<file path="src/pts_defines.svh">
`ifndef PTS_DEFINES_SVH
`define PTS_DEFINES_SVH

// Register byte addresses
`define PTS_ADDR_COUNT    4'h0
`define PTS_ADDR_PERIOD   4'h4
`define PTS_ADDR_MAIN     4'h8
`define PTS_ADDR_CTRL1    4'hC
`define PTS_ADDR_HLT      5'h10
`define PTS_ADDR_RSTSEL   5'h14
`define PTS_ADDR_W        5

// Reset values
`define PTS_COUNT_RST     8'h00
`define PTS_PERIOD_RST    8'hFF
`define PTS_MAIN_RST      8'h00
`define PTS_CTRL1_RST     8'h00
`define PTS_HLT_RST       5'h00
`define PTS_RSTSEL_RST    2'h0

// Main control fields
`define PTS_MAIN_RUN      7
`define PTS_MAIN_PRE_HI   1
`define PTS_MAIN_PRE_LO   0
// Control one fields
`define PTS_PS_HI         4
`define PTS_PS_LO         0

// Prescaler divide: 1, 4, 16, 64 selects terminal count
`define PTS_PRE_W         6
`define PTS_PRE_TC1       6'h00
`define PTS_PRE_TC4       6'h03
`define PTS_PRE_TC16      6'h0F
`define PTS_PRE_TC64      6'h3F

// External source choices
`define PTS_SRC_W         2

`endif

</file>
<file path="src/pts_pkg.sv">
`include "pts_defines.svh"

package pts_pkg;
    typedef enum logic [4:0] {
        PTS_FREE_SW       = 5'h00,
        PTS_FREE_GATE_HI  = 5'h01,
        PTS_FREE_GATE_LO  = 5'h02,
        PTS_FREE_RST_EDGE = 5'h03,
        PTS_FREE_RST_HI   = 5'h06,
        PTS_ONESHOT_SW    = 5'h08,
        PTS_ONESHOT_RST   = 5'h0B,
        PTS_MONO_EDGE     = 5'h11
    } pts_mode_t;

    typedef struct packed {
        logic [7:0] count;
        logic       match;
        logic       tick;
        logic       running;
    } pts_pwm_t;

    typedef struct packed {
        logic [`PTS_ADDR_W-1:0] adr;
        logic [31:0]            dat;
        logic [3:0]             sel;
        logic                   we;
        logic                   cyc;
        logic                   stb;
    } pts_wb_req_t;
endpackage

</file>
<file path="src/pts_ext_sync.sv">
`include "pts_defines.svh"

module pts_ext_sync
(
    // Clock and reset
    input  wire logic                   mclk,
    input  wire logic                   rst_n,
    // Raw sources and selection
    input  wire logic [3:0]             srcRaw,
    input  wire logic [`PTS_SRC_W-1:0]  srcSel,
    // Synchronised level and rising edge
    output logic                        srcLevel,
    output logic                        srcRise
);
    logic [3:0] stage1;
    logic [3:0] stage2;
    logic       levelDly;

    always_ff @(posedge mclk or negedge rst_n)
    begin
        if (!rst_n)
        begin
            stage1 <= 4'h0;
            stage2 <= 4'h0;
        end
        else
        begin
            stage1 <= srcRaw;
            stage2 <= stage1;
        end
    end

    always_ff @(posedge mclk or negedge rst_n)
    begin
        if (!rst_n)
        begin
            levelDly <= 1'b0;
        end
        else
        begin
            levelDly <= stage2[srcSel];
        end
    end

    assign srcLevel = stage2[srcSel];
    assign srcRise  = stage2[srcSel] & ~levelDly;
endmodule

</file>
<file path="src/pts_timer.sv">
// Local design decisions: the Wishbone register port and the address map.
`include "pts_defines.svh"

// Functional notes
// - Free-running, one-shot and monostable modes with start/stop/reset options.
// - Count increments on each prescaled timer tick.
// - Match flags the postscaler; count clears on the following tick.
// - Gated modes hold the count while the gate is inactive.
// - Reset modes clear the count on level or edge of the source.
// - Count and period readable and writable; reset gives 00 and FF.
// - Count write, main control write, reset, external reset clear pre/postscalers.
// - Main control write leaves the count unchanged.
// - Free-running match returns count to zero and advances the postscaler.
// - Postscaler equal to setting emits one-tick pulse and clears.
// - One-shot match clears the run bit and stops counting.
// - One-shot postscale nonzero never emits a pulse; postscaler resets on restart.
// - Monostable match stops without clearing run; external reset restarts.
// - Live count and timing signals exported to the PWM unit.
// - External triggers ignored during debug freeze.
// - Five-bit mode field in the hardware-limit control register.
module pts_timer
    import pts_pkg::*;
(
    // Clock and reset
    input  wire logic                  mclk,
    input  wire logic                  rst_n,
    // Wishbone slave
    input  wire pts_pkg::pts_wb_req_t  wbReq,
    output logic [31:0]                wbDatO,
    output logic                       wbAck,
    // External sources and debug
    input  wire logic [3:0]            extSrc,
    input  wire logic                  debugFreeze,
    // Consumers
    output logic                       postscaledPulse,
    output pts_pkg::pts_pwm_t          pwmLink
);
    import pts_pkg::*;

    logic [7:0]              timerCount;
    logic [7:0]              periodValue;
    logic [7:0]              mainControl;
    logic [7:0]              controlOne;
    logic [4:0]              hardwareLimitControl;
    logic [`PTS_SRC_W-1:0]   externalResetSelect;
    logic [`PTS_PRE_W-1:0]   preCount;
    logic [4:0]              postCount;
    logic                    monoStopped;
    logic                    freezeS1;
    logic                    freezeS2;
    logic                    srcLevel;
    logic                    srcRise;
    logic                    access;
    logic                    wrCount;
    logic                    wrMain;
    logic                    tick;
    logic                    match;
    logic                    gateOk;
    logic                    extReset;
    logic                    runBit;
    logic                    counting;
    pts_mode_t               mode;

    function automatic logic [`PTS_PRE_W-1:0] preTerminal(input logic [1:0] sel);
        unique case (sel)
            2'h0:    preTerminal = `PTS_PRE_TC1;
            2'h1:    preTerminal = `PTS_PRE_TC4;
            2'h2:    preTerminal = `PTS_PRE_TC16;
            default: preTerminal = `PTS_PRE_TC64;
        endcase
    endfunction

    function automatic logic isWrite(input pts_wb_req_t r, input logic [`PTS_ADDR_W-1:0] a);
        isWrite = r.cyc && r.stb && r.we && r.sel[0] && !wbAck && (r.adr == a);
    endfunction

    pts_ext_sync u_sync
    (
        .mclk     (mclk),
        .rst_n    (rst_n),
        .srcRaw   (extSrc),
        .srcSel   (externalResetSelect),
        .srcLevel (srcLevel),
        .srcRise  (srcRise)
    );

    // Freeze comes from the debug domain
    always_ff @(posedge mclk or negedge rst_n)
    begin
        if (!rst_n)
        begin
            freezeS1 <= 1'b0;
            freezeS2 <= 1'b0;
        end
        else
        begin
            freezeS1 <= debugFreeze;
            freezeS2 <= freezeS1;
        end
    end

    assign mode     = pts_mode_t'(hardwareLimitControl);
    assign access   = wbReq.cyc && wbReq.stb && !wbAck;
    assign wrCount  = isWrite(wbReq, `PTS_ADDR_W'(`PTS_ADDR_COUNT));
    assign wrMain   = isWrite(wbReq, `PTS_ADDR_W'(`PTS_ADDR_MAIN));
    assign runBit   = mainControl[`PTS_MAIN_RUN];
    assign tick     = (preCount == preTerminal(mainControl[`PTS_MAIN_PRE_HI:`PTS_MAIN_PRE_LO]));
    assign match    = (timerCount == periodValue);

    // Gate and reset decode; triggers masked under freeze
    always_comb
    begin
        gateOk   = 1'b1;
        extReset = 1'b0;
        unique case (mode)
            PTS_FREE_GATE_HI:  gateOk   = srcLevel | freezeS2;
            PTS_FREE_GATE_LO:  gateOk   = ~srcLevel | freezeS2;
            PTS_FREE_RST_EDGE: extReset = srcRise & ~freezeS2;
            PTS_FREE_RST_HI:   extReset = srcLevel & ~freezeS2;
            PTS_ONESHOT_RST:   extReset = srcRise & ~freezeS2;
            PTS_MONO_EDGE:     extReset = srcRise & ~freezeS2;
            default:           gateOk   = 1'b1;
        endcase
    end

    assign counting = runBit && gateOk && !monoStopped && !extReset && !wrMain;

    // Prescaler runs even when stopped, so a pulse still ends after one tick
    always_ff @(posedge mclk or negedge rst_n)
    begin
        if (!rst_n)
        begin
            preCount <= '0;
        end
        else if (wrCount || wrMain || extReset)
        begin
            preCount <= '0;
        end
        else
        begin
            preCount <= tick ? '0 : preCount + `PTS_PRE_W'(1);
        end
    end

    // Count register
    always_ff @(posedge mclk or negedge rst_n)
    begin
        if (!rst_n)
        begin
            timerCount <= `PTS_COUNT_RST;
        end
        else if (wrCount)
        begin
            timerCount <= wbReq.dat[7:0];
        end
        else if (extReset)
        begin
            timerCount <= `PTS_COUNT_RST;
        end
        else if (counting && tick)
        begin
            // Match clears on the next tick, else step
            timerCount <= match ? `PTS_COUNT_RST : timerCount + 8'h01;
        end
    end

    // Postscaler and output pulse
    always_ff @(posedge mclk or negedge rst_n)
    begin
        if (!rst_n)
        begin
            postCount       <= 5'h00;
            postscaledPulse <= 1'b0;
        end
        else if (wrCount || wrMain || extReset)
        begin
            postCount       <= 5'h00;
            postscaledPulse <= 1'b0;
        end
        else if (counting && tick)
        begin
            postscaledPulse <= 1'b0;
            if (match)
            begin
                // Pulse width one tick
                if (postCount == controlOne[`PTS_PS_HI:`PTS_PS_LO])
                begin
                    postCount       <= 5'h00;
                    postscaledPulse <= 1'b1;
                end
                else
                begin
                    postCount <= postCount + 5'h01;
                end
            end
        end
        else if (tick)
        begin
            postscaledPulse <= 1'b0;
        end
    end

    // Monostable hold flag
    always_ff @(posedge mclk or negedge rst_n)
    begin
        if (!rst_n)
        begin
            monoStopped <= 1'b0;
        end
        else if (extReset || wrMain)
        begin
            monoStopped <= 1'b0;
        end
        else if (counting && tick && match && mode == PTS_MONO_EDGE)
        begin
            monoStopped <= 1'b1;
        end
    end

    // Main control; a main write stalls the count, so the one-shot clear never meets it
    always_ff @(posedge mclk or negedge rst_n)
    begin
        if (!rst_n)
        begin
            mainControl <= `PTS_MAIN_RST;
        end
        else
        begin
            if (wrMain)
            begin
                mainControl <= wbReq.dat[7:0];
            end
            if (counting && tick && match
                && (mode == PTS_ONESHOT_SW || mode == PTS_ONESHOT_RST))
            begin
                mainControl[`PTS_MAIN_RUN] <= 1'b0;
            end
        end
    end

    // Remaining configuration registers
    always_ff @(posedge mclk or negedge rst_n)
    begin
        if (!rst_n)
        begin
            periodValue          <= `PTS_PERIOD_RST;
            controlOne           <= `PTS_CTRL1_RST;
            hardwareLimitControl <= `PTS_HLT_RST;
            externalResetSelect  <= `PTS_RSTSEL_RST;
        end
        else
        begin
            if (isWrite(wbReq, `PTS_ADDR_W'(`PTS_ADDR_PERIOD)))
                periodValue <= wbReq.dat[7:0];
            if (isWrite(wbReq, `PTS_ADDR_W'(`PTS_ADDR_CTRL1)))
                controlOne <= {3'h0, wbReq.dat[4:0]};
            if (isWrite(wbReq, `PTS_ADDR_HLT))
                hardwareLimitControl <= wbReq.dat[4:0];
            if (isWrite(wbReq, `PTS_ADDR_RSTSEL))
                externalResetSelect <= wbReq.dat[`PTS_SRC_W-1:0];
        end
    end

    // Bus answer one cycle after strobe; unmapped reads zero
    always_ff @(posedge mclk or negedge rst_n)
    begin
        if (!rst_n)
        begin
            wbAck  <= 1'b0;
            wbDatO <= 32'h00000000;
        end
        else
        begin
            wbAck  <= access;
            wbDatO <= 32'h00000000;
            if (access && !wbReq.we)
            begin
                unique case (wbReq.adr)
                    `PTS_ADDR_W'(`PTS_ADDR_COUNT):  wbDatO <= {24'h000000, timerCount};
                    `PTS_ADDR_W'(`PTS_ADDR_PERIOD): wbDatO <= {24'h000000, periodValue};
                    `PTS_ADDR_W'(`PTS_ADDR_MAIN):   wbDatO <= {24'h000000, mainControl};
                    `PTS_ADDR_W'(`PTS_ADDR_CTRL1):  wbDatO <= {24'h000000, controlOne};
                    `PTS_ADDR_HLT:    wbDatO <= {27'h0000000, hardwareLimitControl};
                    `PTS_ADDR_RSTSEL: wbDatO <= {30'h00000000, externalResetSelect};
                    default:          wbDatO <= 32'h00000000;
                endcase
            end
        end
    end

    // Export to the PWM unit
    always_ff @(posedge mclk or negedge rst_n)
    begin
        if (!rst_n)
        begin
            pwmLink <= '0;
        end
        else
        begin
            pwmLink.count   <= timerCount;
            pwmLink.match   <= match;
            pwmLink.tick    <= counting && tick;
            pwmLink.running <= counting;
        end
    end

    property p_reset_clears;
        @(posedge mclk) disable iff (!rst_n)
        extReset && !wrCount |=> timerCount == 8'h00 && preCount == 6'h00;
    endproperty
    a_reset_clears: assert property (p_reset_clears) else $error("ext reset no clear");

    property p_main_keeps;
        @(posedge mclk) disable iff (!rst_n)
        wrMain && !extReset |=> timerCount == $past(timerCount) && postCount == 5'h00;
    endproperty
    a_main_keeps: assert property (p_main_keeps) else $error("main write moved count");

    property p_wrap;
        @(posedge mclk) disable iff (!rst_n)
        counting && tick && match && !wrCount |=> timerCount == 8'h00;
    endproperty
    a_wrap: assert property (p_wrap) else $error("no wrap on match");

    property p_step;
        @(posedge mclk) disable iff (!rst_n)
        counting && tick && !match && !wrCount |=> timerCount == $past(timerCount) + 8'h01;
    endproperty
    a_step: assert property (p_step) else $error("count did not step");

    property p_gate_hold;
        @(posedge mclk) disable iff (!rst_n)
        !gateOk && !wrCount |=> timerCount == $past(timerCount);
    endproperty
    a_gate_hold: assert property (p_gate_hold) else $error("gate did not hold");

    property p_oneshot;
        @(posedge mclk) disable iff (!rst_n)
        counting && tick && match && mode == PTS_ONESHOT_SW |=> !runBit;
    endproperty
    a_oneshot: assert property (p_oneshot) else $error("run not cleared");

    property p_freeze;
        @(posedge mclk) disable iff (!rst_n)
        freezeS2 |-> !extReset;
    endproperty
    a_freeze: assert property (p_freeze) else $error("trigger under freeze");

    property p_pulse;
        @(posedge mclk) disable iff (!rst_n)
        $rose(postscaledPulse) |-> $past(match) && postCount == 5'h00;
    endproperty
    a_pulse: assert property (p_pulse) else $error("pulse without match");

    property p_ack;
        @(posedge mclk) disable iff (!rst_n)
        access |=> wbAck ##1 !wbAck;
    endproperty
    a_ack: assert property (p_ack) else $error("ack timing");

    c_pulse:   cover property (@(posedge mclk) disable iff (!rst_n) $rose(postscaledPulse));
    c_oneshot: cover property (@(posedge mclk) disable iff (!rst_n) $fell(runBit));
    c_mono:    cover property (@(posedge mclk) disable iff (!rst_n) monoStopped ##1 !monoStopped);
    c_gate:    cover property (@(posedge mclk) disable iff (!rst_n) !gateOk && runBit);
endmodule

</file>
<file path="config.mk">
export PLATFORM = sky130hd
export DESIGN_NAME = pts_timer
export DESIGN_NICKNAME = d
export VERILOG_FILES = /design/src/pts_pkg.sv /design/src/pts_ext_sync.sv /design/src/pts_timer.sv
export VERILOG_INCLUDE_DIRS = /design/src
export SDC_FILE = /design/constraint.sdc
export NUM_CORES = 1
export LEC_CHECK = 0
export BUFFER_PORTS_ARGS = -buffer_cell sky130_fd_sc_hd__buf_4
export CAP_MARGIN = 20
export CORE_MARGIN = 5
export CORE_UTILIZATION = 48
export DETAILED_ROUTE_END_ITERATION = 6
export GPL_TIMING_DRIVEN = 0
export HOLD_SLACK_MARGIN = 0.02
export PLACE_DENSITY = 0.76
export RECOVER_POWER = 25
export SLEW_MARGIN = 20
export SYNTH_ARGS = -nofsm -noshare
export SYNTH_HDL_FRONTEND = slang
export SYNTH_SLANG_ARGS = --single-unit
</file>
<file path="constraint.sdc">
create_clock -name mclk -period 2.3 [get_ports mclk]
set_clock_uncertainty 0.2 [all_clocks]
set_input_delay 0.115 -clock mclk [delete_from_list [all_inputs] [get_ports mclk]]
set_output_delay 0.115 -clock mclk [all_outputs]
set_load 0.1 [all_outputs]
</file>
==> impl_metrics.yaml <==
sta:
  max_freq_mhz: 409
  whs_ns: 0.0519
  period_share_pct: 106
  hold_violations: 0
  rsz0062_at_grt: "yes"
  finalSetupViolCount: 14
  drv_slew: 0
  fin_ws_ns: -0.146
  slew_headroom_pct: 29.2
  worst_pin_slew_ns: 1.06
  period_minus_slack_ns: 2.45
critical_path:
  reg2reg_from: "externalResetSelect[0]"
  worstPathArrival_ns: 2.51
  r2r_slack_ns: -0.15
  ff2ff_path_depth: 6
  worstPathMaxFanout: 6
  crit_start: "externalResetSelect[0]"
  crit_path_start_kind: "register"
  r2r-end: "postscaledPulse"
  end_kind: "register"
  crit_required_ns: 2.37
  path_class: "reg -> reg"
global_routing:
  grt_pass1_wl_mm: 15.2
  grt_max_degree: 81
  grt_pass1_vias: 3060
  grt_antenna_before_repair: 0
  grt_use_total_pct: 19.2
  grt-ovfl-total: 0
die:
  ios: 96
  initial_core_util_pct: 49.4
  die_y_um: 99.2
  num_rows: 32
  die_x_um: 99.2
  dieArea_um2: 9840
  fp.coreArea_um2: 7730
synthesis:
  synth_area_leaders: "dfrtp_1 47%, mux2_2 8.0%, dfstp_2 5.5%"
  synth_top_flop_cell: "dfrtp_1"
  syn_inst: 333
  ys_seq_area_share_pct: 52.7
  yosys.area.top_type_share_pct: 47.2
  ys_seq_elements: 80
  ys.warnings.count: 0
  synth.distinct_cells: 55
  synth_top_cell_by_area: "dfrtp_1"
  synth_edf_count: 0
  synth.avg_cell_area_um2: 11.5
  syn_area_um2: 3820
  async_reset_ff_share_pct: 100
cts:
  htreeDepth: 3
  cts.path.max_buffers: 2
  cts_tree: "yes"
  clock-root-buffer: "clkbuf_8"
  cts.reportedPaths.clkPinSlew_ns: 0.08
  numClockSinks: 80
  cts_buffers: 9
  clock_latency_ns: 0.34
routing:
  drtIter0Drc: 239
  drc: 0
  wl_mm: 9.02
  via_per_inst: 5.36
  drtPass1Iterations: 7
  postRouteAntennaNets: 0
  wl_per_cell_um: 16.5
  vias: 2939
min_path:
  hp-class: "in -> reg"
  hold_depth: 3
  worstHoldStart: "wbReq[43]"
  whs_endpoint: "wbDatO[3]"
final_layout:
  finalNetCount: 495
  drive_above_1_share_pct: 35.9
  regArea_um2: 2020
  fillerInstances: 619
  area_growth_pct: 29.8
  n_antenna_cell: 0
  multi_input_comb_area_um2: 1750
  fin_util_pct: 64.1
placement:
  detailed_place_hpwl_mm: 6.15
  numPortBuffers: 43
  place_congestion: 0.886
power_and_ir_drop:
  p_per_area_nw_per_um2: 708
  ir_worst_vdd_uv: 835
  p_leak_nw: 2.32
outcome:
  violations: "setup timing"
  status: "finished with violations"
job:
  max_cap_viol_count: 0
[cells in the final DEF, fill, tap and decap left out, types with 5 or more instances in the layout]
master and n:
dfstp_2 8, nand2_1 12, dlygate4sd3_1 19, clkbuf_4 6
mux2i_1 8, nor3_1 6, nand4_1 6, conb_1 24
a221oi_1 5, nor2_1 22, a21oi_1 11, nand3_1 12
xnor2_1 13, dfrtp_1 71, clkbuf_8 11, mux2_2 27
inv_1 8, o21ai_0 9, a22o_1 7, xor2_1 5
buf_4 71
[through the flow]
stage               worst slack (ns)  cell area (um2)  cells  TNS, ns  power, mW
detailed placement            -0.414             4380    501    -5.56       2.54
finish                        -0.146             4950    548    -1.20       3.51
global route                  -0.218             4950    548    -2.11       3.69
global placement              -0.351             4380    501    -4.50       2.53
floorplan                     -0.117             3930    356   -0.357       2.33
CTS                           -0.157             4890    545   -0.936       3.51
[synthesized netlist by cell type, types with 3 or more instances]
master	number
mux2_2	27
mux2i_1	8
nor2b_1	4
nor2_1	25
o21ai_0	9
and2_1	6
nand3_1	12
nand2b_1	3
nor3_1	9
buf_2	3
nand4_1	6
dfrtp_1	72
nand2_1	12
a221oi_1	5
a222oi_1	3
xnor2_1	13
a21oi_1	12
a32o_1	4
a22o_1	7
ha_1	3
buf_4	24
inv_1	8
nor4_1	3
and3_1	4
xor2_1	5
clkbuf_1	4
dfstp_2	8
[state kept, by name (all words and copies together) (netlist names), 2 cells and up]
name,cells
timerCount,8
u_sync.stage2,4
pwmLink,11
hardwareLimitControl,5
preCount,6
externalResetSelect,2
mainControl,8
postCount,5
u_sync.stage1,4
periodValue,8
controlOne,5
wbDatO,8
[report_power, final]
group,leakage [nW],switching (mW),internal [mW]
sequential,1.02,0.138,1.52
combinational,1.22,0.634,0.295
clock,0.0813,0.502,0.418
total,2.32,1.27,2.23
[how the worst max path moves through the flow]
stage	end	slack (ns)	cells after the start
finish	postscaledPulse	-0.15	6
global route	postscaledPulse	-0.22	6
CTS	postscaledPulse	-0.16	6
detailed placement	timerCount[1]	-0.41	7
global placement	timerCount[5]	-0.35	6
floorplan	timerCount[7]	-0.12	9
[layer usage]
layer,GRT usage [%],up-vias,part of all wire (%)
met5,0,-,0
met4,4.83,0,0.99
met3,4.77,10,5.3
met2,30.8,99,49
met1,26.1,1457,44
li1,-,1373,-
[critical path: stages (launching register included)]
cell       delay [ns]
dfrtp_1          0.38
mux4_2           0.57
nand4b_2         0.14
o2111ai_4        0.15
or4b_4           0.56
or3_1            0.32
o21ai_1          0.07
[repair_timing]
| action | 4_1_cts | 5_1_grt |
|---|---|---|
| hold buffers | 19 | 0 |
| buffers inserted | 9 | 4 |
| setup endpoints to repair | 19 | 20 |
| gates cloned | 1 | 0 |
| pin swaps | 4 | 6 |
| resized for setup | 14 | 10 |
| hold endpoints to repair | 122 | 0 |
[area by class of cell]
cell class,instances,share of cell area (%)
tap,102,2.58
inverter,8,0.606
sequential,80,40.7
buffer,32,4.72
clock buffer,11,2.85
clock inverter,5,0.657
multi-input combinational,235,35.3
timing repair buffer,75,12.6
[cell families (layout without fill, tap and decap cells)]
group | after synthesis | in the layout | synth area share [%]
and+or+nand+nor | 95 | 95 | 13.5
AOI/OAI and AO/OA | 59 | 59 | 11.5
muxes | 36 | 36 | 10.7
other | 1 | 24 | 0.0982
xor gates and xnor gates | 18 | 18 | 4.13
adders and majority gates | 3 | 3 | 0.983
DFF | 80 | 80 | 52.7
buffers and inverters | 41 | 131 | 6.49
Note: power is estimated with default switching activity, not from simulation.
